==> src/lockout_pkg.sv <==
// Package with constants and carrier types for the flash security and lockout recovery block.
package lockout_pkg;

    // ------------------------------------------------------------------
    // Clock and timing
    // ------------------------------------------------------------------
    localparam int unsigned CLK_HZ          = 50_000_000;
    localparam int unsigned ERASE_TIME_US   = 100;
    localparam int unsigned ERASE_CYCLES    = (ERASE_TIME_US * (CLK_HZ / 1_000_000));

    // ------------------------------------------------------------------
    // JTAG instruction register and data register
    // ------------------------------------------------------------------
    localparam int unsigned IR_W            = 4;
    localparam logic [3:0]  IR_IDCODE       = 4'h2;
    localparam logic [3:0]  IR_LOCKOUT      = 4'h5;
    localparam logic [3:0]  IR_BYPASS       = 4'hF;
    localparam int unsigned DIVR_W          = 7;
    localparam int unsigned PRESCALE_BIT    = 6;
    localparam logic [31:0] IDCODE_VALUE    = 32'h1234_5001; // Arbitrary identification value.

    // ------------------------------------------------------------------
    // Wishbone register map (byte addresses)
    // ------------------------------------------------------------------
    localparam logic [3:0]  ADDR_CTRL       = 4'h0;
    localparam logic [3:0]  ADDR_STATUS     = 4'h4;
    localparam logic [3:0]  ADDR_FDIV       = 4'h8;
    localparam logic [3:0]  ADDR_KEY        = 4'hC;
    localparam int unsigned CTRL_SEC_BIT    = 0;
    localparam int unsigned CTRL_BACKDOOR_KEY_ENABLE_BIT  = 1;
    localparam int unsigned CTRL_UNLK_BIT   = 2;
    localparam logic [15:0] KEY_RESET       = 16'h0000;

    // ------------------------------------------------------------------
    // TAP states (IEEE 1149.1 encoding)
    // ------------------------------------------------------------------
    typedef enum logic [3:0] {
        TLR  = 4'hF, RTI  = 4'hC, SDRS = 4'h7, CDR  = 4'h6,
        SDR  = 4'h2, E1DR = 4'h1, PDR  = 4'h3, E2DR = 4'h0,
        UDR  = 4'h5, SIRS = 4'h4, CIR  = 4'hE, SIR  = 4'hA,
        E1IR = 4'h9, PIR  = 4'hB, E2IR = 4'h8, UIR  = 4'hD
    } tap_state_t;

    // Flash clock divider carrier: prescale bit plus six-bit ratio.
    typedef struct packed {
        logic       prescale_by_eight;
        logic [5:0] div;
    } flash_div_t;

    // Flash erase engine states.
    typedef enum logic [1:0] {
        ER_IDLE = 2'b00,
        ER_RUN  = 2'b01,
        ER_DONE = 2'b10
    } erase_state_t;

endpackage

==> src/flash_erase_timer.sv <==
// Flash clock divider and mass-erase sequencer of the flash module.
`timescale 1ns/10ps

module flash_erase_timer
(
    // Clock and reset
    input  wire logic                    clk,
    input  wire logic                    rst_n,
    // Divider and command
    input  wire lockout_pkg::flash_div_t fdiv,
    input  wire logic                    start,
    // Status
    output logic                         busy,
    output logic                         done_pulse
);

    lockout_pkg::erase_state_t st_q, st_d;
    logic [2:0]  half_q, half_d;
    logic [2:0]  pre_q, pre_d;
    logic [5:0]  div_q, div_d;
    logic [15:0] tick_q, tick_d;
    logic        fclk_tick;

    // ------------------------------------------------------------------
    // Divider chain and erase timing
    // ------------------------------------------------------------------
    // Input clock is the system clock over two, then optionally over eight, then over ratio plus one.
    always_comb
    begin
        half_d    = half_q + 3'h1;
        pre_d     = pre_q;
        div_d     = div_q;
        fclk_tick = 1'b0;
        if (half_q[0])
        begin
            pre_d = pre_q + 3'h1;
            if (!fdiv.prescale_by_eight || (pre_q == 3'h7))
            begin
                if (div_q == fdiv.div)
                begin
                    div_d     = 6'h00;
                    fclk_tick = 1'b1;
                end
                else
                    div_d = div_q + 6'h01;
            end
        end
        st_d       = st_q;
        tick_d     = tick_q;
        done_pulse = 1'b0;
        unique case (st_q)
            lockout_pkg::ER_IDLE:
                if (start)
                begin
                    st_d   = lockout_pkg::ER_RUN;
                    tick_d = 16'h0000;
                end
            lockout_pkg::ER_RUN:
                if (fclk_tick)
                begin
                    if (tick_q == 16'(lockout_pkg::ERASE_CYCLES / 250))
                        st_d = lockout_pkg::ER_DONE;
                    else
                        tick_d = tick_q + 16'h0001;
                end
            lockout_pkg::ER_DONE:
            begin
                done_pulse = 1'b1;
                st_d       = lockout_pkg::ER_IDLE;
            end
            default:
                st_d = lockout_pkg::ER_IDLE;
        endcase
        busy = (st_q == lockout_pkg::ER_RUN);
    end

    // Registers of the divider chain and sequencer.
    always_ff @(posedge clk or negedge rst_n)
    begin
        if (!rst_n)
        begin
            st_q   <= lockout_pkg::ER_IDLE;
            half_q <= 3'h0;
            pre_q  <= 3'h0;
            div_q  <= 6'h00;
            tick_q <= 16'h0000;
        end
        else
        begin
            st_q   <= st_d;
            half_q <= half_d;
            pre_q  <= pre_d;
            div_q  <= div_d;
            tick_q <= tick_d;
        end
    end

endmodule // flash_erase_timer

==> src/flash_security_lockout.sv <==
// Flash security interlock, chip TAP with lockout recovery, and Wishbone control registers.
`timescale 1ns/10ps

// Operation
// - Chip TAP active after boot, ID and lockout.
// - Security drives core debug read block.
// - Security bytes set read block at reset.
// - Recovery erases all flash, clearing security.
// - Lockout instruction selects seven-bit divider register.
// - JTAG divider replaces flash divider during recovery.
// - Bit six prescale, bits five-zero ratio.
// - Clock over two, optional eight, ratio+1.
// - Erase starts on entering Run-Test/Idle under the lockout instruction.
// - Backdoor unlock only when key enable set.
// - Security only disables the debug port.
// - Reset released only on system clock edge.
module flash_security_lockout
(
    // System clock and chip reset
    input  wire logic        clk,
    input  wire logic        rst_n,
    // JTAG pins, asynchronous to clk
    input  wire logic        tck,
    input  wire logic        tms,
    input  wire logic        tdi,
    input  wire logic        trst_n,
    output logic             tdo,
    output logic             tdo_oe,
    // Non-volatile security state sampled at reset
    input  wire logic        nv_secure,
    input  wire logic        nv_key_enable,
    input  wire logic [15:0] nv_backdoor_key,
    // Core debug port interlock
    output logic             core_debug_port_block,
    // Wishbone slave
    input  wire logic        wb_cyc_i,
    input  wire logic        wb_stb_i,
    input  wire logic        wb_we_i,
    input  wire logic [3:0]  wb_adr_i,
    input  wire logic [3:0]  wb_sel_i,
    input  wire logic [31:0] wb_dat_i,
    output logic [31:0]      wb_dat_o,
    output logic             wb_ack_o
);

    // ------------------------------------------------------------------
    // Reset release and pin synchronisers
    // ------------------------------------------------------------------
    logic [1:0] rst_sync_q;
    logic       srst_n;
    logic [1:0] tck_s_q, tms_s_q, tdi_s_q, trst_s_q;
    logic       tck_prev_q;

    // Reset asserts at once but leaves only on a rising system clock edge.
    always_ff @(posedge clk or negedge rst_n)
    begin
        if (!rst_n)
            rst_sync_q <= 2'b00;
        else
            rst_sync_q <= {rst_sync_q[0], 1'b1};
    end
    assign srst_n = rst_sync_q[1];

    // The JTAG pins are oversampled; tck must stay under an eighth of clk, as tdo follows a tck fall by three clk cycles.
    always_ff @(posedge clk or negedge srst_n)
    begin
        if (!srst_n)
        begin
            tck_s_q    <= 2'b00;
            tms_s_q    <= 2'b11;
            tdi_s_q    <= 2'b00;
            trst_s_q   <= 2'b00;
            tck_prev_q <= 1'b0;
        end
        else
        begin
            tck_s_q    <= {tck_s_q[0], tck};
            tms_s_q    <= {tms_s_q[0], tms};
            tdi_s_q    <= {tdi_s_q[0], tdi};
            trst_s_q   <= {trst_s_q[0], trst_n};
            tck_prev_q <= tck_s_q[1];
        end
    end

    logic tck_rise, tck_fall, tap_rst;
    assign tck_rise = tck_s_q[1] & ~tck_prev_q;
    assign tck_fall = ~tck_s_q[1] & tck_prev_q;
    assign tap_rst  = ~trst_s_q[1];

    // ------------------------------------------------------------------
    // TAP controller and shift registers
    // ------------------------------------------------------------------
    lockout_pkg::tap_state_t    tap_q, tap_d;
    logic [lockout_pkg::IR_W-1:0]   ir_sh_q, ir_sh_d, ir_q, ir_d;
    logic [31:0]                dr_sh_q, dr_sh_d;
    lockout_pkg::flash_div_t    jdiv_q, jdiv_d;
    logic                       tdo_q, tdo_d, tdo_oe_q, tdo_oe_d;
    logic                       lockout_sel;
    logic                       rti_enter;

    assign lockout_sel = (ir_q == lockout_pkg::IR_LOCKOUT);

    // State walk, shift and update follow the standard TAP on sampled edges.
    always_comb
    begin
        tap_d     = tap_q;
        ir_sh_d   = ir_sh_q;
        ir_d      = ir_q;
        dr_sh_d   = dr_sh_q;
        jdiv_d    = jdiv_q;
        tdo_d     = tdo_q;
        tdo_oe_d  = tdo_oe_q;
        rti_enter = 1'b0;
        if (tck_rise)
        begin
            unique case (tap_q)
                lockout_pkg::TLR:  tap_d = tms_s_q[1] ? lockout_pkg::TLR  : lockout_pkg::RTI;
                lockout_pkg::RTI:  tap_d = tms_s_q[1] ? lockout_pkg::SDRS : lockout_pkg::RTI;
                lockout_pkg::SDRS: tap_d = tms_s_q[1] ? lockout_pkg::SIRS : lockout_pkg::CDR;
                lockout_pkg::CDR:  tap_d = tms_s_q[1] ? lockout_pkg::E1DR : lockout_pkg::SDR;
                lockout_pkg::SDR:  tap_d = tms_s_q[1] ? lockout_pkg::E1DR : lockout_pkg::SDR;
                lockout_pkg::E1DR: tap_d = tms_s_q[1] ? lockout_pkg::UDR  : lockout_pkg::PDR;
                lockout_pkg::PDR:  tap_d = tms_s_q[1] ? lockout_pkg::E2DR : lockout_pkg::PDR;
                lockout_pkg::E2DR: tap_d = tms_s_q[1] ? lockout_pkg::UDR  : lockout_pkg::SDR;
                lockout_pkg::UDR:  tap_d = tms_s_q[1] ? lockout_pkg::SDRS : lockout_pkg::RTI;
                lockout_pkg::SIRS: tap_d = tms_s_q[1] ? lockout_pkg::TLR  : lockout_pkg::CIR;
                lockout_pkg::CIR:  tap_d = tms_s_q[1] ? lockout_pkg::E1IR : lockout_pkg::SIR;
                lockout_pkg::SIR:  tap_d = tms_s_q[1] ? lockout_pkg::E1IR : lockout_pkg::SIR;
                lockout_pkg::E1IR: tap_d = tms_s_q[1] ? lockout_pkg::UIR  : lockout_pkg::PIR;
                lockout_pkg::PIR:  tap_d = tms_s_q[1] ? lockout_pkg::E2IR : lockout_pkg::PIR;
                lockout_pkg::E2IR: tap_d = tms_s_q[1] ? lockout_pkg::UIR  : lockout_pkg::SIR;
                lockout_pkg::UIR:  tap_d = tms_s_q[1] ? lockout_pkg::SDRS : lockout_pkg::RTI;
            endcase
            rti_enter = (tap_d == lockout_pkg::RTI) && (tap_q != lockout_pkg::RTI);
            unique case (tap_q)
                lockout_pkg::TLR:
                    ir_d = lockout_pkg::IR_IDCODE;
                lockout_pkg::CIR:
                    ir_sh_d = 4'h1;
                lockout_pkg::SIR:
                    ir_sh_d = {tdi_s_q[1], ir_sh_q[lockout_pkg::IR_W-1:1]};
                lockout_pkg::UIR:
                    ir_d = ir_sh_q;
                lockout_pkg::CDR:
                    if (ir_q == lockout_pkg::IR_IDCODE)
                        dr_sh_d = lockout_pkg::IDCODE_VALUE;
                    else if (lockout_sel)
                        dr_sh_d = {25'h0, jdiv_q};
                    else
                        dr_sh_d = 32'h0000_0000;
                lockout_pkg::SDR:
                    if (ir_q == lockout_pkg::IR_IDCODE)
                        dr_sh_d = {tdi_s_q[1], dr_sh_q[31:1]};
                    else if (lockout_sel)
                        dr_sh_d = {25'h0, tdi_s_q[1], dr_sh_q[6:1]};
                    else
                        dr_sh_d = {31'h0, tdi_s_q[1]};
                lockout_pkg::UDR:
                    if (lockout_sel)
                        jdiv_d = dr_sh_q[6:0];
                default:
                    ;
            endcase
        end
        if (tck_fall)
        begin
            tdo_oe_d = (tap_q == lockout_pkg::SDR) || (tap_q == lockout_pkg::SIR);
            tdo_d    = (tap_q == lockout_pkg::SIR) ? ir_sh_q[0] : dr_sh_q[0];
        end
    end

    // TAP registers; trst resets the state, instruction and tdo_oe through its synchronised level.
    always_ff @(posedge clk or negedge srst_n)
    begin
        if (!srst_n)
        begin
            tap_q    <= lockout_pkg::TLR;
            ir_sh_q  <= 4'h0;
            ir_q     <= lockout_pkg::IR_IDCODE;
            dr_sh_q  <= 32'h0000_0000;
            jdiv_q   <= 7'h00;
            tdo_q    <= 1'b0;
            tdo_oe_q <= 1'b0;
        end
        else if (tap_rst)
        begin
            tap_q    <= lockout_pkg::TLR;
            ir_q     <= lockout_pkg::IR_IDCODE;
            tdo_oe_q <= 1'b0;
        end
        else
        begin
            tap_q    <= tap_d;
            ir_sh_q  <= ir_sh_d;
            ir_q     <= ir_d;
            dr_sh_q  <= dr_sh_d;
            jdiv_q   <= jdiv_d;
            tdo_q    <= tdo_d;
            tdo_oe_q <= tdo_oe_d;
        end
    end
    assign tdo    = tdo_q;
    assign tdo_oe = tdo_oe_q;

    // ------------------------------------------------------------------
    // Security state, divider selection and erase engine
    // ------------------------------------------------------------------
    logic                    secure_q, secure_d, backdoor_key_enable_q, backdoor_key_enable_d, strap_q, strap_d;
    logic                    recov_q, recov_d, erased_q, erased_d;
    logic [15:0]             key_q, key_d;
    lockout_pkg::flash_div_t fdiv_reg_q, fdiv_reg_d, fdiv_sel;
    logic                    er_busy, er_done, er_start;
    logic                    wb_hit;
    logic                    ack_q, ack_d;
    logic [31:0]             rd_q, rd_d;

    // Only the lockout instruction may override the divider and start an erase.
    assign fdiv_sel = (recov_q && lockout_sel) ? jdiv_q : fdiv_reg_q;
    assign er_start = rti_enter && lockout_sel && !recov_q;

    flash_erase_timer u_erase
    (
        .clk        (clk),
        .rst_n      (srst_n),
        .fdiv       (fdiv_sel),
        .start      (er_start),
        .busy       (er_busy),
        .done_pulse (er_done)
    );

    assign wb_hit = wb_cyc_i && wb_stb_i && !ack_q;

    // Security loads once after reset release; software only touches the divider and, through the key unlock, security.
    always_comb
    begin
        strap_d    = 1'b1;
        secure_d   = secure_q;
        backdoor_key_enable_d    = backdoor_key_enable_q;
        key_d      = key_q;
        recov_d    = recov_q;
        erased_d   = erased_q;
        fdiv_reg_d = fdiv_reg_q;
        ack_d      = wb_hit;
        rd_d       = 32'h0000_0000;
        if (!strap_q)
        begin
            secure_d = nv_secure & ~erased_q;
            backdoor_key_enable_d  = nv_key_enable;
            key_d    = nv_backdoor_key;
        end
        if (er_start)
            recov_d = 1'b1;
        if (er_done)
        begin
            recov_d  = 1'b0;
            erased_d = 1'b1;
            secure_d = 1'b0;
            key_d    = lockout_pkg::KEY_RESET;
        end
        if (wb_hit && wb_we_i && wb_sel_i[0])
        begin
            unique case (wb_adr_i)
                lockout_pkg::ADDR_FDIV:
                    fdiv_reg_d = wb_dat_i[6:0];
                lockout_pkg::ADDR_CTRL:
                    if (wb_dat_i[lockout_pkg::CTRL_UNLK_BIT] && backdoor_key_enable_q && (wb_dat_i[31:16] == key_q))
                        secure_d = 1'b0;
                default:
                    ;
            endcase
        end
        if (wb_hit && !wb_we_i)
        begin
            unique case (wb_adr_i)
                lockout_pkg::ADDR_CTRL:   rd_d = {29'h0, 1'b0, backdoor_key_enable_q, secure_q};
                lockout_pkg::ADDR_STATUS: rd_d = {28'h0, erased_q, er_busy, recov_q, lockout_sel};
                lockout_pkg::ADDR_FDIV:   rd_d = {25'h0, fdiv_reg_q};
                default:                  rd_d = 32'h0000_0000;
            endcase
        end
    end

    // Security resets to the locked state until the strap is caught.
    always_ff @(posedge clk or negedge srst_n)
    begin
        if (!srst_n)
        begin
            strap_q    <= 1'b0;
            secure_q   <= 1'b1;
            backdoor_key_enable_q    <= 1'b0;
            key_q      <= lockout_pkg::KEY_RESET;
            recov_q    <= 1'b0;
            erased_q   <= 1'b0;
            fdiv_reg_q <= 7'h00;
            ack_q      <= 1'b0;
            rd_q       <= 32'h0000_0000;
        end
        else
        begin
            strap_q    <= strap_d;
            secure_q   <= secure_d;
            backdoor_key_enable_q    <= backdoor_key_enable_d;
            key_q      <= key_d;
            recov_q    <= recov_d;
            erased_q   <= erased_d;
            fdiv_reg_q <= fdiv_reg_d;
            ack_q      <= ack_d;
            rd_q       <= rd_d;
        end
    end

    // Only the debug read path is gated; execution never sees security.
    assign core_debug_port_block = secure_q;
    assign wb_ack_o              = ack_q;
    assign wb_dat_o              = rd_q;

endmodule // flash_security_lockout

==> config.mk <==
export PLATFORM = sky130hd
export DESIGN_NAME = flash_security_lockout
export DESIGN_NICKNAME = d
export VERILOG_FILES = /design/src/lockout_pkg.sv /design/src/flash_erase_timer.sv /design/src/flash_security_lockout.sv
export SDC_FILE = /design/constraint.sdc
export NUM_CORES = 1
export LEC_CHECK = 0
export ABC_CLOCK_PERIOD_IN_PS = 3600
export BUFFER_PORTS_ARGS = -buffer_cell sky130_fd_sc_hd__buf_4
export CAP_MARGIN = 30
export CORE_UTILIZATION = 51
export DETAILED_ROUTE_END_ITERATION = 16
export PLACE_DENSITY = 0.79
export SETUP_SLACK_MARGIN = 0.5
export SLEW_MARGIN = 20
export SYNTH_ARGS = -nofsm -noshare
export SYNTH_HDL_FRONTEND = slang
export SYNTH_SLANG_ARGS = --single-unit
==> constraint.sdc <==
create_clock -name clk -period 3.6 [get_ports clk]
set_input_delay 0 -clock clk [delete_from_list [all_inputs] [get_ports clk]]
set_output_delay 0 -clock clk [all_outputs]
set_load 0.01 [all_outputs]
### Yosys cells after proc, flatten, opt, wreduce, memory -nomap -nowiden

Cells that the tools add are included.

* bits in registers: 155
* bits of input ports: 67
* output and inout bits: 36

* $add $sub $neg: 4
* equal/unequal tests: 35
* multiplexer cells: 54
* bitwise operators: 6
* reduce and logical (&&, ||, !) cells: 36

Operators by type and width (count)
* $mux W16: 5
* $pmux W32 S2: 1
* $pmux W4 S12: 1
* $eq A4 B4 Y1 const B: 10
* $mux W32: 1
* $pmux W16 S2: 1
* $mux W29: 1
* $mux W7: 4
* $eq A4 B3 Y1 const B: 6
* $mux W4: 6
* $pmux W7 S3: 1
* $mux W2: 9
* $add A16 B1 Y16 const B: 1
* $eq A16 B16 Y1: 1
* $eq A16 B5 Y1 const B: 1
* $mux W1: 16
* $pmux W4 S2: 2
* $eq A4 B2 Y1 const B: 3
* $mux W3: 4
* $logic_and A1 B1 Y1: 11
* $ne A2 B1 Y1 const B: 5
* $reduce_and A3 Y1: 3
* $logic_not A4 Y1: 2
* $reduce_and A2 Y1: 4
* 21 further kinds: 36

### Longest topological paths before layout

Gate-level depths: netlist of run 1.

* word-level depth: 11
* depth in mapped cells: 10
* gate-level depth less buffers: 8

### Modules after synthesis

From an unflattened synthesis of run 1, not the netlist that was laid out.

* cells, all modules: 572
* area, all modules: 6256.0 um^2

By module, submodules not included
* flash_security_lockout: instances 1, cells an instance 394, area each 4519.3 um^2, sequential area each 2512.4 um^2
* flash_erase_timer: instances 1, cells an instance 178, area each 1736.7 um^2, sequential area each 700.7 um^2

### Worst setup path before layout of run 1

No wires, ideal clock.

* kind: register -> register
* start point: register ir_q[1] (netlist bit)
* end point: register u_erase.tick_q[9]
* arrival time: 1.885 ns
* setup slack: 1.589 ns
* cell stages (with the launch flop): 8
* period minus slack after synthesis: 2.011 ns
* cells stage by stage: dfstp_2 -> and4bb_1 -> and2_1 -> nor4_2 -> o21ba_1 -> buf_6 -> a21oi_1 -> a221o_1

* longest elaborated chain between the ends: 9

RTL lines
* from (decl): line flash_security_lockout.sv:94 `logic [lockout_pkg::IR_W-1:0] ir_sh_q, ir_sh_d, ir_q, ir_d;`
* from (signal assigned): line flash_security_lockout.sv:179 `ir_q <= lockout_pkg::IR_IDCODE;`
* from (signal assigned): line flash_security_lockout.sv:188 `ir_q <= lockout_pkg::IR_IDCODE;`
* from (signal assigned): line flash_security_lockout.sv:195 `ir_q <= ir_d;`
* $eq A4 B3 Y1 (*): line flash_security_lockout.sv:101 `assign lockout_sel = (ir_q == lockout_pkg::IR_LOCKOUT);`
* $logic_and A1 B1 Y1: line flash_security_lockout.sv:218 `assign fdiv_sel = (recov_q && lockout_sel) ? jdiv_q : fdiv_reg_q;`
* $mux W7: line flash_security_lockout.sv:218
* $eq A6 B6 Y1 / $logic_not A1 Y1 (equally long branches): line flash_erase_timer.sv:39, flash_erase_timer.sv:37
* $mux W1 / $logic_or A1 B1 Y1 (equally long branches): line flash_erase_timer.sv:39, flash_erase_timer.sv:37
* $mux W1: line flash_erase_timer.sv:37 `if (!fdiv.prescale_by_eight || (pre_q == 3'h7))`
* $mux W1: line flash_erase_timer.sv:34 `if (half_q[0])`
* $ne A2 B1 Y1 (no line)
* $reduce_and A4 Y1 (no line) (*)
* to (signal assigned): line flash_erase_timer.sv:94 `tick_q <= tick_d;`
* to (decl): line flash_erase_timer.sv:21 `logic [15:0] tick_q, tick_d;`

Every way passes the cells marked *; elsewhere a longest branch is shown, timed or not.
A chain may end at the register's enable or synchronous reset.

### Final worst setup path of run 1

* start point: register ack_q, in the netlist wb_ack_o
* end point: register fdiv_reg_q[4] (netlist bit)

* longest elaborated chain between the ends: 5

RTL lines
* from (decl): line flash_security_lockout.sv:214 `logic ack_q, ack_d;`
* from (signal assigned): line flash_security_lockout.sv:307 `ack_q <= ack_d;`
* $logic_not A1 Y1: line flash_security_lockout.sv:231 `assign wb_hit = wb_cyc_i && wb_stb_i && !ack_q;`
* $logic_and A1 B1 Y1: line flash_security_lockout.sv:231
* $logic_and A1 B1 Y1 (2 in a row): line flash_security_lockout.sv:260 `if (wb_hit && wb_we_i && wb_sel_i[0])`
* $reduce_and A2 Y1 (no line)
* to (signal assigned): line flash_security_lockout.sv:306 `fdiv_reg_q <= fdiv_reg_d;`
* to (decl): line flash_security_lockout.sv:211 `lockout_pkg::flash_div_t fdiv_reg_q, fdiv_reg_d, fdiv_sel;`

Every way passes these cells.

==> results of run 1 <==
[per-stage QoR]
step	util [%]	hold slack (ps)	cells
after floorplan	-	-296	625
after global placement	56.1	-217	786
after detailed placement	56.1	-217	786
after CTS	65.0	10.0	858
after global routing	65.3	46.9	859
final	65.3	46.2	859
[area by class of cell]
class                      instances  area (µm²)
clock inverter                    12         204
fill                             817        4170
sequential                       128        3220
multi-input combinational        422        2740
clock buffer                      20         457
tap                              147         184
timing repair buffer             111         966
inverter                          19        71.3
[power by group through the flow]
stage | Combinational (µW) | Clock, µW | Sequential, µW
2_1_floorplan | 339 | 0 | 1620
3_3_place_gp | 379 | 0 | 1670
3_5_place_dp | 399 | 0 | 1680
4_1_cts | 441 | 1940 | 1660
5_1_grt | 530 | 2000 | 1670
6_report | 476 | 1930 | 1660
[registers in the layout, summed over array words and instances (netlist names), 4 cells and up]
name	flops
dr_sh_q	32
fdiv_reg_q	7
ir_q	4
ir_sh_q	4
jdiv_q	7
key_q	16
tap_q	4
u_erase.div_q	6
u_erase.tick_q	16
wb_dat_o	7
[logic make-up (layout without fill, tap and decap cells)]
logic type | after synthesis | count (layout) | share of synthesized area [%]
xor+xnor | 21 | 21 | 2.94
mux | 39 | 39 | 6.55
buf+inv | 75 | 162 | 6.57
other cells | 2 | 27 | 0.120
compound gates | 133 | 133 | 14.9
fa+ha+maj | 5 | 5 | 0.999
simple gates | 197 | 197 | 16.7
flops | 128 | 128 | 51.3
[synthesized netlist by cell type, types with 2 or more instances]
cell type,n,share of area [%]
sky130_fd_sc_hd__dfrtp_1,120,48
sky130_fd_sc_hd__nand2_1,46,2.8
sky130_fd_sc_hd__nor2_1,45,2.7
sky130_fd_sc_hd__o21ai_0,39,3.1
sky130_fd_sc_hd__buf_4,27,3.2
sky130_fd_sc_hd__mux2i_1,23,3.7
sky130_fd_sc_hd__clkbuf_1,20,1.2
sky130_fd_sc_hd__inv_1,19,1.1
sky130_fd_sc_hd__a22o_1,18,2.5
sky130_fd_sc_hd__a31oi_1,18,1.8
sky130_fd_sc_hd__a21oi_1,17,1.4
sky130_fd_sc_hd__mux2_2,16,2.9
sky130_fd_sc_hd__nand3_1,16,1.3
sky130_fd_sc_hd__xor2_1,16,2.2
sky130_fd_sc_hd__nor2b_1,13,1.3
sky130_fd_sc_hd__and3_1,12,1.2
sky130_fd_sc_hd__nor3_1,12,0.96
sky130_fd_sc_hd__nand4_1,9,0.90
sky130_fd_sc_hd__dfstp_2,8,3.4
sky130_fd_sc_hd__nand2b_1,8,0.80
sky130_fd_sc_hd__nor4_1,8,0.80
sky130_fd_sc_hd__a22oi_1,7,0.84
sky130_fd_sc_hd__buf_2,5,0.40
sky130_fd_sc_hd__ha_1,5,1.0
sky130_fd_sc_hd__nand3b_1,5,0.60
sky130_fd_sc_hd__nor3b_1,5,0.60
sky130_fd_sc_hd__o22ai_1,5,0.50
sky130_fd_sc_hd__xnor2_1,5,0.70
sky130_fd_sc_hd__a21oi_2,4,0.56
sky130_fd_sc_hd__and2_1,4,0.40
sky130_fd_sc_hd__o21a_1,4,0.48
sky130_fd_sc_hd__a31oi_4,3,1.0
sky130_fd_sc_hd__buf_6,3,0.54
sky130_fd_sc_hd__o211ai_1,3,0.36
sky130_fd_sc_hd__conb_1,2,0.12
sky130_fd_sc_hd__o2111a_1,2,0.36
sky130_fd_sc_hd__o211ai_2,2,0.40
[routing by layer]
layer | share of wire, % | wire (µm) | GRT usage, %
met1 | 40 | 6270 | 31.7
met2 | 51 | 8110 | 45.2
met3 | 6.1 | 965 | 5.84
met4 | 3.2 | 501 | 11.6
met5 | 0 | 0 | 0
[cell usage in the layout, fill, tap and decap left out, types with 3 or more instances in the layout]
| cell | n |
|---|---|
| sky130_fd_sc_hd__and3_1 | 12 |
| sky130_fd_sc_hd__nand3_1 | 16 |
| sky130_fd_sc_hd__clkinv_4 | 3 |
| sky130_fd_sc_hd__bufinv_16 | 5 |
| sky130_fd_sc_hd__buf_4 | 69 |
| sky130_fd_sc_hd__nor2_1 | 45 |
| sky130_fd_sc_hd__conb_1 | 27 |
| sky130_fd_sc_hd__mux2i_1 | 23 |
| sky130_fd_sc_hd__dfrtp_1 | 119 |
| sky130_fd_sc_hd__a21oi_2 | 4 |
| sky130_fd_sc_hd__a21oi_1 | 17 |
| sky130_fd_sc_hd__and2_1 | 4 |
| sky130_fd_sc_hd__o22ai_1 | 5 |
| sky130_fd_sc_hd__o21ai_0 | 39 |
| sky130_fd_sc_hd__ha_1 | 5 |
| sky130_fd_sc_hd__a22o_1 | 18 |
| sky130_fd_sc_hd__nor2b_1 | 13 |
| sky130_fd_sc_hd__nand3b_1 | 5 |
| sky130_fd_sc_hd__nor4_1 | 8 |
| sky130_fd_sc_hd__o211ai_1 | 3 |
| sky130_fd_sc_hd__dfstp_2 | 8 |
| sky130_fd_sc_hd__mux2_2 | 16 |
| sky130_fd_sc_hd__nand2b_1 | 8 |
| sky130_fd_sc_hd__nand2_1 | 46 |
| sky130_fd_sc_hd__xor2_1 | 16 |
| sky130_fd_sc_hd__xnor2_1 | 5 |
| sky130_fd_sc_hd__dlygate4sd3_1 | 40 |
| sky130_fd_sc_hd__a22oi_1 | 7 |
| sky130_fd_sc_hd__o21a_1 | 4 |
| sky130_fd_sc_hd__a31oi_4 | 3 |
| sky130_fd_sc_hd__clkbuf_16 | 17 |
| sky130_fd_sc_hd__nand4_1 | 9 |
| sky130_fd_sc_hd__nor3b_1 | 5 |
| sky130_fd_sc_hd__a31oi_1 | 18 |
| sky130_fd_sc_hd__nor3_1 | 12 |
| sky130_fd_sc_hd__inv_1 | 19 |
[worst max-delay path, delay by kind of cell, from the launching register on]
kind | cells | cell delay, ps
AOI/OAI and AO/OA | 1 | 90
buffers and inverters | 2 | 1170
and+or+nand+nor | 5 | 1190
DFF | 1 | 380
[path summary, 6_finish.rpt]
| check | startpoint | end |
|---|---|---|
| max in group asynchronous | rst_sync_q[1]$_DFF_PN0_ | u_erase.tick_q[12]$_DFFE_PN0P_ |
| setup reg to reg | wb_ack_o$_DFF_PN0_ | fdiv_reg_q[4]$_DFFE_PN0P_ |
| setup / recovery | wb_ack_o$_DFF_PN0_ | fdiv_reg_q[4]$_DFFE_PN0P_ |
| hold / removal | wb_adr_i[2] | fdiv_reg_q[2]$_DFFE_PN0P_ |
| hold reg to reg | rst_sync_q[1]$_DFF_PN0_ | trst_s_q[1]$_DFF_PN0_ |
| min in group asynchronous | rst_sync_q[1]$_DFF_PN0_ | trst_s_q[1]$_DFF_PN0_ |
[what timing repair did]
item | 4_1_cts | 5_1_grt
gates resized for setup | 0 | 1
hold buffers | 40 | 0
setup endpoints to repair | 0 | 1
hold endpoints to repair | 39 | 0
==> run summary, run 1 <==
OUTCOME
---------------------------------------------------------------------------------------
Run status ............................................................... finished clean

CLOCKING
---------------------------------------------------------------------------------------
Number of H-tree levels ..................................................            4
Clock tree from TritonCTS ................................................         done
Bufs on Longest Clock Path ...............................................            2
Post CTS Setup Buffer Count ..............................................            0
Root Buffer .............................................................. sky130_fd_sc_hd__clkbuf_16
Number of buffers inserted during clock tree synthesis ...................           17
CTS clock-pin slew for the worst setup and hold paths ....................        60 ps
Number of clock sinks ....................................................          128
Clk Latency, worst-skew pair .............................................       430 ps

YOSYS
---------------------------------------------------------------------------------------
Register bit count reported by yosys .....................................          128
Part of the Yosys area used for sequential elements ......................        51.3%
Mean Syn Cell Area .......................................................     10.4 µm²
Netlist Area Pre-Place ...................................................     6260 µm²
Synth warnings ...........................................................            0
Synthesized instance count ...............................................          600
Count of flip-flops with a built-in enable after synthesis ...............            0
Flip-flop cell with the highest count after synthesis .................... sky130_fd_sc_hd__dfrtp_1
Post-synthesis cell type count ...........................................           63
Post-synthesis async set-or-reset flop share .............................         100%

ROUTING
---------------------------------------------------------------------------------------
Post-route ant nets ......................................................            0
Vias per std cell ........................................................         5.93
DR WL/cell ...............................................................      18.4 µm
Total wire length after detailed routing .................................    15,800 µm
Number of optimization iterations in the first detailed-route pass .......            8
Post-route DRC ...........................................................            0
Number of violations reported at the end of detailed-routing iteration 0 .          472
Via count ................................................................        5,096

POWER
---------------------------------------------------------------------------------------
Switching power total ....................................................      1050 µW
Part of the power in registers ...........................................        40.7%
Switching share of total power ...........................................        25.9%
Design internal power ....................................................      3010 µW
Worst IR Drop VDD ........................................................       369 µV
Overall power ............................................................      4070 µW
Share of total power in the clock network ................................        47.6%
Power density of the placed cells ........................................   519 nW/µm²
Leakage power total ......................................................   0.00369 µW
Gate power share .........................................................        11.7%

SETUP PATH
---------------------------------------------------------------------------------------
Cells along the critical path ............................................ nand3b_1, nor3_1, nand3_1, nor3b_4, nand2_1, dlygate4sd3_1, o21ai_0, dlygate4sd3_1
Endpoint kind of the worst setup timing path .............................         flop
Crit-path most repeated cell ............................................. sky130_fd_sc_hd__dlygate4sd3_1
Critical setup path kind .................................................      reg2reg
Worst r2r path cells .....................................................            8
FF-to-FF setup slack .....................................................       710 ps
Critical Path Start Type .................................................         flop
Max Fanout on Critical Path ..............................................            8
Cell type of the slowest stage on the worst timing path .................. sky130_fd_sc_hd__dlygate4sd3_1
Required time reported for the critical path endpoint ....................      3950 ps
Worst path max stage delay ...............................................       590 ps
Signal arrival time at the worst endpoint ................................      3240 ps

TIMING
---------------------------------------------------------------------------------------
Maximum operating frequency ..............................................      346 MHz
Max Clock Skew ...........................................................      11.0 ps
Setup TNS ................................................................         0 ps
Unrepaired setup endpoints after global routing ..........................        false
Shortest period the worst path allows ....................................      2890 ps
Slew margin rel. .........................................................        37.0%
Count of final setup violators ...........................................            0
Number of pins with negative max-slew slack in the final report ..........            0
Crit share post-route ....................................................        80.2%
Worst Slack Setup Final ..................................................       713 ps
Slew at the pin with the worst max-slew slack ............................       945 ps
Final Hold Fails .........................................................            0

DIE
---------------------------------------------------------------------------------------
Overall die area .........................................................   12,700 µm²
Num ports ................................................................          103
Vertical die dimension ...................................................       113 µm
Starting density of the core .............................................        52.2%
Die width ................................................................       113 µm
Std cell rows ............................................................           40
Core Footprint ...........................................................   12,000 µm²

PLACE
---------------------------------------------------------------------------------------
Final HPWL DP ............................................................      8700 µm
Pre-CTS setup slack ......................................................       867 ps
Final estimated routing congestion in global placement ...................        0.857
Count of input and output buffers ........................................           65
Placed cell areas ........................................................     6740 µm²

CELLS AND AREA
---------------------------------------------------------------------------------------
Share of final-layout standard cells stronger than drive strength 1 ......        20.4%
Total number of nets in the final design .................................          771
Area grow syn2layout .....................................................        25.1%
Ant diodes ...............................................................            0
Finished Cell Area .......................................................     7840 µm²

MIN PATH
---------------------------------------------------------------------------------------
Number of instances on the worst hold path ...............................            3
Type of the tightest min-delay check .....................................       in2reg

GLOBAL ROUTE
---------------------------------------------------------------------------------------
First-pass GRT wire length ...............................................    25,900 µm
Initial antenna violation count ..........................................            0
Largest net degree at the start of global routing ........................           74
GRT Resource Usage Total .................................................        26.3%
Via count of the first global-routing pass ...............................        5,185
Final global-route overflow total ........................................            0

FLOW RUN
---------------------------------------------------------------------------------------
Max-cap violations .......................................................            0

(Power assumes the default switching activity.)
==> run 2: changes to the inputs <==
--- a/config.mk
+++ b/config.mk
@@ -5,12 +5,12 @@
 export SDC_FILE = /design/constraint.sdc
 export NUM_CORES = 1
 export LEC_CHECK = 0
-export ABC_CLOCK_PERIOD_IN_PS = 3600
+export ABC_CLOCK_PERIOD_IN_PS = 2700
 export BUFFER_PORTS_ARGS = -buffer_cell sky130_fd_sc_hd__buf_4
 export CAP_MARGIN = 30
-export CORE_UTILIZATION = 51
+export CORE_UTILIZATION = 57
 export DETAILED_ROUTE_END_ITERATION = 16
-export PLACE_DENSITY = 0.79
+export PLACE_DENSITY = 0.84
 export SETUP_SLACK_MARGIN = 0.5
 export SLEW_MARGIN = 20
 export SYNTH_ARGS = -nofsm -noshare
==> constraint.sdc (replaced) <==
create_clock -name clk -period 2.7 [get_ports clk]
set_input_delay 0 -clock clk [delete_from_list [all_inputs] [get_ports clk]]
set_output_delay 0 -clock clk [all_outputs]
set_load 0.01 [all_outputs]
==> run 2 against run 1 <==
Effect of this change:
- final area is 3.0% higher
- non-clock buffer count rose by 19
- via count increased by 11%
- count of clock-buffer cells in the layout did not move
- largest power group unchanged
==> run summary, run 2 (synthesis results as in run 1) <==
DIE
---------------------------------------------------------------------------------------
Overall die area .........................................................   11,400 µm²
Std cell rows ............................................................           37
Vertical die dimension ...................................................       107 µm
Num ports ................................................................          103
Core Footprint ...........................................................   10,500 µm²
Die width ................................................................       107 µm
Starting density of the core .............................................        59.6%

ROUTING
---------------------------------------------------------------------------------------
DR WL/cell ...............................................................      22.8 µm
Vias per std cell ........................................................         6.52
Total wire length after detailed routing .................................    19,800 µm
Post-route DRC ...........................................................            0
Via count ................................................................        5,663
Number of violations reported at the end of detailed-routing iteration 0 .          630
Number of optimization iterations in the first detailed-route pass .......           10
Post-route ant nets ......................................................            0

SETUP PATH
---------------------------------------------------------------------------------------
Signal arrival time at the worst endpoint ................................      2770 ps
Worst reg2reg startpoint ................................................. u_erase.st_q[0]$_DFFE_PN0P_
Launch point of the worst path ........................................... u_erase.st_q[0]$_DFFE_PN0P_
Critical setup path kind .................................................      reg2reg
FF-to-FF setup slack .....................................................       400 ps
Required time reported for the critical path endpoint ....................      3170 ps
Critical Path Start Type .................................................         flop
Max Fanout on Critical Path ..............................................           13
Endpoint kind of the worst setup timing path .............................         flop

TIMING
---------------------------------------------------------------------------------------
Max Clock Skew ...........................................................      13.9 ps
Count of final setup violators ...........................................            0
Number of pins with negative max-slew slack in the final report ..........            0
Crit share post-route ....................................................        85.1%
Maximum operating frequency ..............................................      435 MHz
Final Hold Fails .........................................................            0
Slew margin rel. .........................................................        44.8%
Shortest period the worst path allows ....................................      2300 ps
Slew at the pin with the worst max-slew slack ............................       826 ps
Worst Slack Setup Final ..................................................       401 ps
Unrepaired setup endpoints after global routing ..........................         true
Setup TNS ................................................................         0 ps

CELLS AND AREA
---------------------------------------------------------------------------------------
Ant diodes ...............................................................            0
Number of flip-flops in the largest register .............................           32
Area grow syn2layout .....................................................        28.9%
Most common library cell in the layout ignoring fill and taps ............ sky130_fd_sc_hd__dfrtp_1
Registers with the most flip-flops ....................................... dr_sh_q x32, key_q x16, u_erase.tick_q x16
Number of filler instances in the final layout ...........................          540
Most used cells in the layout excluding fill and tap cells ............... sky130_fd_sc_hd__dfrtp_1 (118), sky130_fd_sc_hd__buf_4 (83), sky130_fd_sc_hd__nand2_1 (45), sky130_fd_sc_hd__nor2_1 (43), sky130_fd_sc_hd__dlygate4sd3_1 (42)
Share of final-layout standard cells stronger than drive strength 1 ......        25.0%
Most flop-heavy register .................................................      dr_sh_q
Total number of nets in the final design .................................          792

MIN PATH
---------------------------------------------------------------------------------------
Launch instance of the worst min-delay path ..............................     wb_stb_i
Type of the tightest min-delay check .....................................       in2reg

GLOBAL ROUTE
---------------------------------------------------------------------------------------
Initial antenna violation count ..........................................            0
Via count of the first global-routing pass ...............................        5,499
Final global-route overflow total ........................................            0
Largest net degree at the start of global routing ........................          111
First-pass GRT wire length ...............................................    29,100 µm
GRT Resource Usage Total .................................................        34.0%

POWER
---------------------------------------------------------------------------------------
Switching share of total power ...........................................        28.0%
Part of the power in registers ...........................................        40.4%
Gate power share .........................................................        14.3%
Share of total power in the clock network ................................        45.4%
Power density of the placed cells ........................................   682 nW/µm²
Switching power total ....................................................      1540 µW
Design internal power ....................................................      3960 µW
Worst IR Drop VDD ........................................................       475 µV
Leakage power total ......................................................   0.00378 µW

CLOCKING
---------------------------------------------------------------------------------------
Number of clock sinks ....................................................          128
Clock tree from TritonCTS ................................................         done
CTS clock-pin slew for the worst setup and hold paths ....................        60 ps
Bufs on Longest Clock Path ...............................................            2
Root Buffer .............................................................. sky130_fd_sc_hd__clkbuf_8
Clk Latency, worst-skew pair .............................................       550 ps
Number of buffers inserted during clock tree synthesis ...................           17
Number of H-tree levels ..................................................            4

PLACE
---------------------------------------------------------------------------------------
Final HPWL DP ............................................................      8680 µm
Pre-CTS setup slack ......................................................       158 ps
Final estimated routing congestion in global placement ...................        0.893
Count of input and output buffers ........................................           65

OUTCOME
---------------------------------------------------------------------------------------
Run status ............................................................... finished clean

FLOW RUN
---------------------------------------------------------------------------------------
Max-cap violations .......................................................            0

run 2: cell types whose count changed in the layout (fill, tap and decap cells not counted), moves of 2 or more:
cell and delta:
sky130_fd_sc_hd__a31oi_1 -2, sky130_fd_sc_hd__buf_4 +14, sky130_fd_sc_hd__buf_6 +2, sky130_fd_sc_hd__clkbuf_8 +2, sky130_fd_sc_hd__clkinvlp_4 +2, sky130_fd_sc_hd__dlygate4sd3_1 +2, sky130_fd_sc_hd__nor2_1 -2, sky130_fd_sc_hd__nor2_2 +2
sky130_fd_sc_hd__nor3_1 -2, sky130_fd_sc_hd__nor3_2 +2, sky130_fd_sc_hd__nor4_1 -3, sky130_fd_sc_hd__nor4_2 +2
run 2: worst paths after layout:
path	to	cells past startpoint
worst max-delay path	core_debug_port_block$_DFF_PN1_	5
worst min-delay path	wb_dat_o[6]$_DFF_PN0_	4
worst max register to register	core_debug_port_block$_DFF_PN1_	5
worst min register to register	key_q[13]$_DFFE_PN0P_	0
max in group asynchronous	ir_q[3]$_DFFE_PN0P_	1
min in group asynchronous	key_q[13]$_DFFE_PN0P_	0
run 2: area by class of cell:
type,instances,area [µm²],share of cell area [%]
clock buffers,20,455,5.64
repair buffers,130,1100,13.7
flip-flops and latches,128,3220,39.9
well taps,136,170,2.11
inverters,19,71.3,0.883
clock inverters,12,180,2.23
multi-input cells,424,2870,35.6
run 2: power by group through the flow:
stage	Sequential (µW)	Clock [µW]	Combinational, µW
3_3_place_gp	2210	0	528
3_5_place_dp	2220	0	559
5_1_grt	2230	2570	836
4_1_cts	2190	2470	656
6_report	2220	2500	785
2_1_floorplan	2160	0	453
run 2: layer usage:
| metal | track usage [%] | wire length, µm | vias up |
|---|---|---|---|
| li1 | - | - | 2316 |
| met5 | 0 | 0 | - |
| met4 | 19.5 | 1210 | 0 |
| met2 | 54.6 | 9510 | 467 |
| met3 | 9.06 | 1930 | 122 |
| met1 | 41.5 | 7130 | 2758 |
run 2: what timing repair did:
item | CTS | global route
pin swaps | 1 | 6
hold buffers | 43 | 0
gates cloned | 2 | 1
setup endpoints to repair | 24 | 45
hold endpoints to repair | 39 | 0
buffers inserted | 7 | 6
gates resized for setup | 9 | 22
run 2: stage by stage:
| step | hold WS, ps | utilization, % | total power (µW) | cell area, µm² | instances |
|---|---|---|---|---|---|
| detailed placement | -214 | 64.3 | 2780 | 6750 | 778 |
| floorplan | -296 | - | 2620 | 6360 | 625 |
| finish | 55.3 | 76.8 | 5500 | 8070 | 869 |
| global placement | -217 | 64.3 | 2740 | 6750 | 778 |
| global route | 89.9 | 76.8 | 5640 | 8070 | 869 |
| CTS | 12.7 | 75.5 | 5310 | 7930 | 862 |
run 2: critical path, cell delays in order (launching register included):
cell and delay [ps]:
sky130_fd_sc_hd__dfrtp_1 370, sky130_fd_sc_hd__buf_4 190, sky130_fd_sc_hd__nor2b_1 660, sky130_fd_sc_hd__buf_4 340
sky130_fd_sc_hd__nor3_1 90, sky130_fd_sc_hd__dlygate4sd3_1 560
==> run 3: changes to the inputs <==
--- a/config.mk
+++ b/config.mk
@@ -10,8 +10,9 @@
 export CAP_MARGIN = 30
 export CORE_UTILIZATION = 57
 export DETAILED_ROUTE_END_ITERATION = 16
+export HOLD_SLACK_MARGIN = 0.15
 export PLACE_DENSITY = 0.84
-export SETUP_SLACK_MARGIN = 0.5
+export SETUP_SLACK_MARGIN = 0.05
 export SLEW_MARGIN = 20
 export SYNTH_ARGS = -nofsm -noshare
 export SYNTH_HDL_FRONTEND = slang
==> run 3 against run 2 <==
Effect of this change:
- die area unchanged
- combinational power decreased by 8.4%
- routed wire length decreased by 3.8%
- final area decreased by 1.2%
- sequential share of layout area increased by 0.41 points
- flip-flop and latch count unchanged
- power decreased by 1.3%
- hold slack improved by 150 ps
==> run summary, run 3 (synthesis results as in run 1) <==
CLOCKING
---------------------------------------------------------------------------------------
Number of buffers inserted during clock tree synthesis ...................           17
Clock tree from TritonCTS ................................................         done
Number of H-tree levels ..................................................            4
CTS clock-pin slew for the worst setup and hold paths ....................        70 ps
Clk Latency, worst-skew pair .............................................       540 ps
Bufs on Longest Clock Path ...............................................            2
Root Buffer .............................................................. sky130_fd_sc_hd__clkbuf_8
Number of clock sinks ....................................................          128

TIMING
---------------------------------------------------------------------------------------
Number of pins with negative max-slew slack in the final report ..........            0
Final Hold Fails .........................................................            0
Crit share post-route ....................................................        97.0%
Max Clock Skew ...........................................................      14.6 ps
Maximum operating frequency ..............................................      382 MHz
Worst Slack Setup Final ..................................................      82.3 ps
Unrepaired setup endpoints after global routing ..........................        false
Count of final setup violators ...........................................            0
Slew at the pin with the worst max-slew slack ............................       732 ps
Shortest period the worst path allows ....................................      2620 ps
Setup TNS ................................................................         0 ps
Slew margin rel. .........................................................        51.1%

PLACE
---------------------------------------------------------------------------------------
Final estimated routing congestion in global placement ...................        0.893
Final HPWL DP ............................................................      8680 µm
Pre-CTS setup slack ......................................................       158 ps
Count of input and output buffers ........................................           65

SETUP PATH
---------------------------------------------------------------------------------------
Critical setup path kind .................................................      reg2reg
Critical Path Start Type .................................................         flop
Required time reported for the critical path endpoint ....................      3110 ps
Max Fanout on Critical Path ..............................................            8
Signal arrival time at the worst endpoint ................................      3030 ps
Endpoint kind of the worst setup timing path .............................         flop

MIN PATH
---------------------------------------------------------------------------------------
Type of the tightest min-delay check .....................................    reg2async

ROUTING
---------------------------------------------------------------------------------------
DR WL/cell ...............................................................      21.9 µm
Number of optimization iterations in the first detailed-route pass .......            6
Via count ................................................................        5,656
Post-route ant nets ......................................................            0
Total wire length after detailed routing .................................    19,000 µm
Number of violations reported at the end of detailed-routing iteration 0 .          716
Vias per std cell ........................................................         6.52
Post-route DRC ...........................................................            0

DIE
---------------------------------------------------------------------------------------
Overall die area .........................................................   11,400 µm²
Die width ................................................................       107 µm
Vertical die dimension ...................................................       107 µm
Starting density of the core .............................................        59.6%
Core Footprint ...........................................................   10,500 µm²
Num ports ................................................................          103
Std cell rows ............................................................           37

CELLS AND AREA
---------------------------------------------------------------------------------------
Total number of nets in the final design .................................          791
Ant diodes ...............................................................            0
Area grow syn2layout .....................................................        27.4%
Most flop-heavy register .................................................      dr_sh_q
Number of flip-flops in the largest register .............................           32
Most common library cell in the layout ignoring fill and taps ............ sky130_fd_sc_hd__dfrtp_1
Share of final-layout standard cells stronger than drive strength 1 ......        20.9%
Most used cells in the layout excluding fill and tap cells ............... sky130_fd_sc_hd__dfrtp_1 (119), sky130_fd_sc_hd__buf_4 (73), sky130_fd_sc_hd__dlygate4sd3_1 (56), sky130_fd_sc_hd__nand2_1 (46), sky130_fd_sc_hd__nor2_1 (45)
Registers with the most flip-flops ....................................... dr_sh_q x32, key_q x16, u_erase.tick_q x16

GLOBAL ROUTE
---------------------------------------------------------------------------------------
First-pass GRT wire length ...............................................    29,000 µm
GRT Resource Usage Total .................................................        33.8%
Via count of the first global-routing pass ...............................        5,630
Initial antenna violation count ..........................................            0
Largest net degree at the start of global routing ........................          111
Final global-route overflow total ........................................            0

POWER
---------------------------------------------------------------------------------------
Worst IR Drop VDD ........................................................       667 µV
Leakage power total ......................................................   0.00376 µW
Power density of the placed cells ........................................   681 nW/µm²

FLOW RUN
---------------------------------------------------------------------------------------
Max-cap violations .......................................................            0

OUTCOME
---------------------------------------------------------------------------------------
Run status ............................................................... finished clean

-- run 3: per-layer routing --
metal	routed length (µm)	vias to the layer above	GRT usage [%]
li1	-	2309	-
met1	6850	2751	40.8
met2	9070	465	53.6
met3	1690	131	9.24
met4	1420	0	21.6
met5	0	-	0
-- run 3: final timing paths --
path	to	cells past startpoint	startpoint	slack [ps]
hold reg to reg	key_q[5]$_DFFE_PN0P_	0	rst_sync_q[1]$_DFF_PN0_	210
hold / removal	key_q[5]$_DFFE_PN0P_	0	rst_sync_q[1]$_DFF_PN0_	210
setup / recovery	fdiv_reg_q[5]$_DFFE_PN0P_	7	wb_ack_o$_DFF_PN0_	80
min in group clk	backdoor_key_enable_q$_DFFE_PN0N_	3	nv_key_enable	270
setup reg to reg	fdiv_reg_q[5]$_DFFE_PN0P_	7	wb_ack_o$_DFF_PN0_	80
max in group asynchronous	u_erase.tick_q[14]$_DFFE_PN0P_	1	rst_sync_q[1]$_DFF_PN0_	1620
-- run 3: final cells by class --
type                            instances  area (µm²)
Clock buffer                           20         455
Clock inverter                         12         180
Fill cell                             553        2530
Inverter                               19        71.3
Multi-Input combinational cell        422        2740
Sequential cell                       128        3220
Tap cell                              136         170
Timing Repair Buffer                  131        1140
-- run 3: critical path: stages (launching register included) --
cell and delay, ps:
sky130_fd_sc_hd__dfrtp_1 370, sky130_fd_sc_hd__nand3b_1 220, sky130_fd_sc_hd__nor3_1 260, sky130_fd_sc_hd__nand3_1 270, sky130_fd_sc_hd__nor3b_4 240, sky130_fd_sc_hd__buf_4 200, sky130_fd_sc_hd__mux2_2 350, sky130_fd_sc_hd__dlygate4sd3_1 580
-- run 3: repair_timing --
| item | 4_1_cts | 5_1_grt |
|---|---|---|
| hold buffers | 56 | 0 |
| buffers inserted | 0 | 1 |
| resized for setup | 0 | 4 |
| hold endpoints to repair | 39 | 0 |
| endpoints found under the setup margin | 0 | 20 |
-- run 3: power by group --
part	leakage, µW	internal, µW	switching (µW)
Combinational	0.00181	318	401
Sequential	0.00164	2030	177
Clock	0.000308	1580	921
-- run 3: metrics by stage --
step	utilization, %	hold WS (ps)	instance area, µm²	instances	total power [µW]
6_report	75.9	206	7980	868	5430
5_1_grt	75.9	219	7980	868	5570
4_1_cts	75.6	204	7950	866	5300
3_5_place_dp	64.3	-214	6750	778	2780
3_3_place_gp	64.3	-217	6750	778	2740
2_1_floorplan	-	-296	6360	625	2620
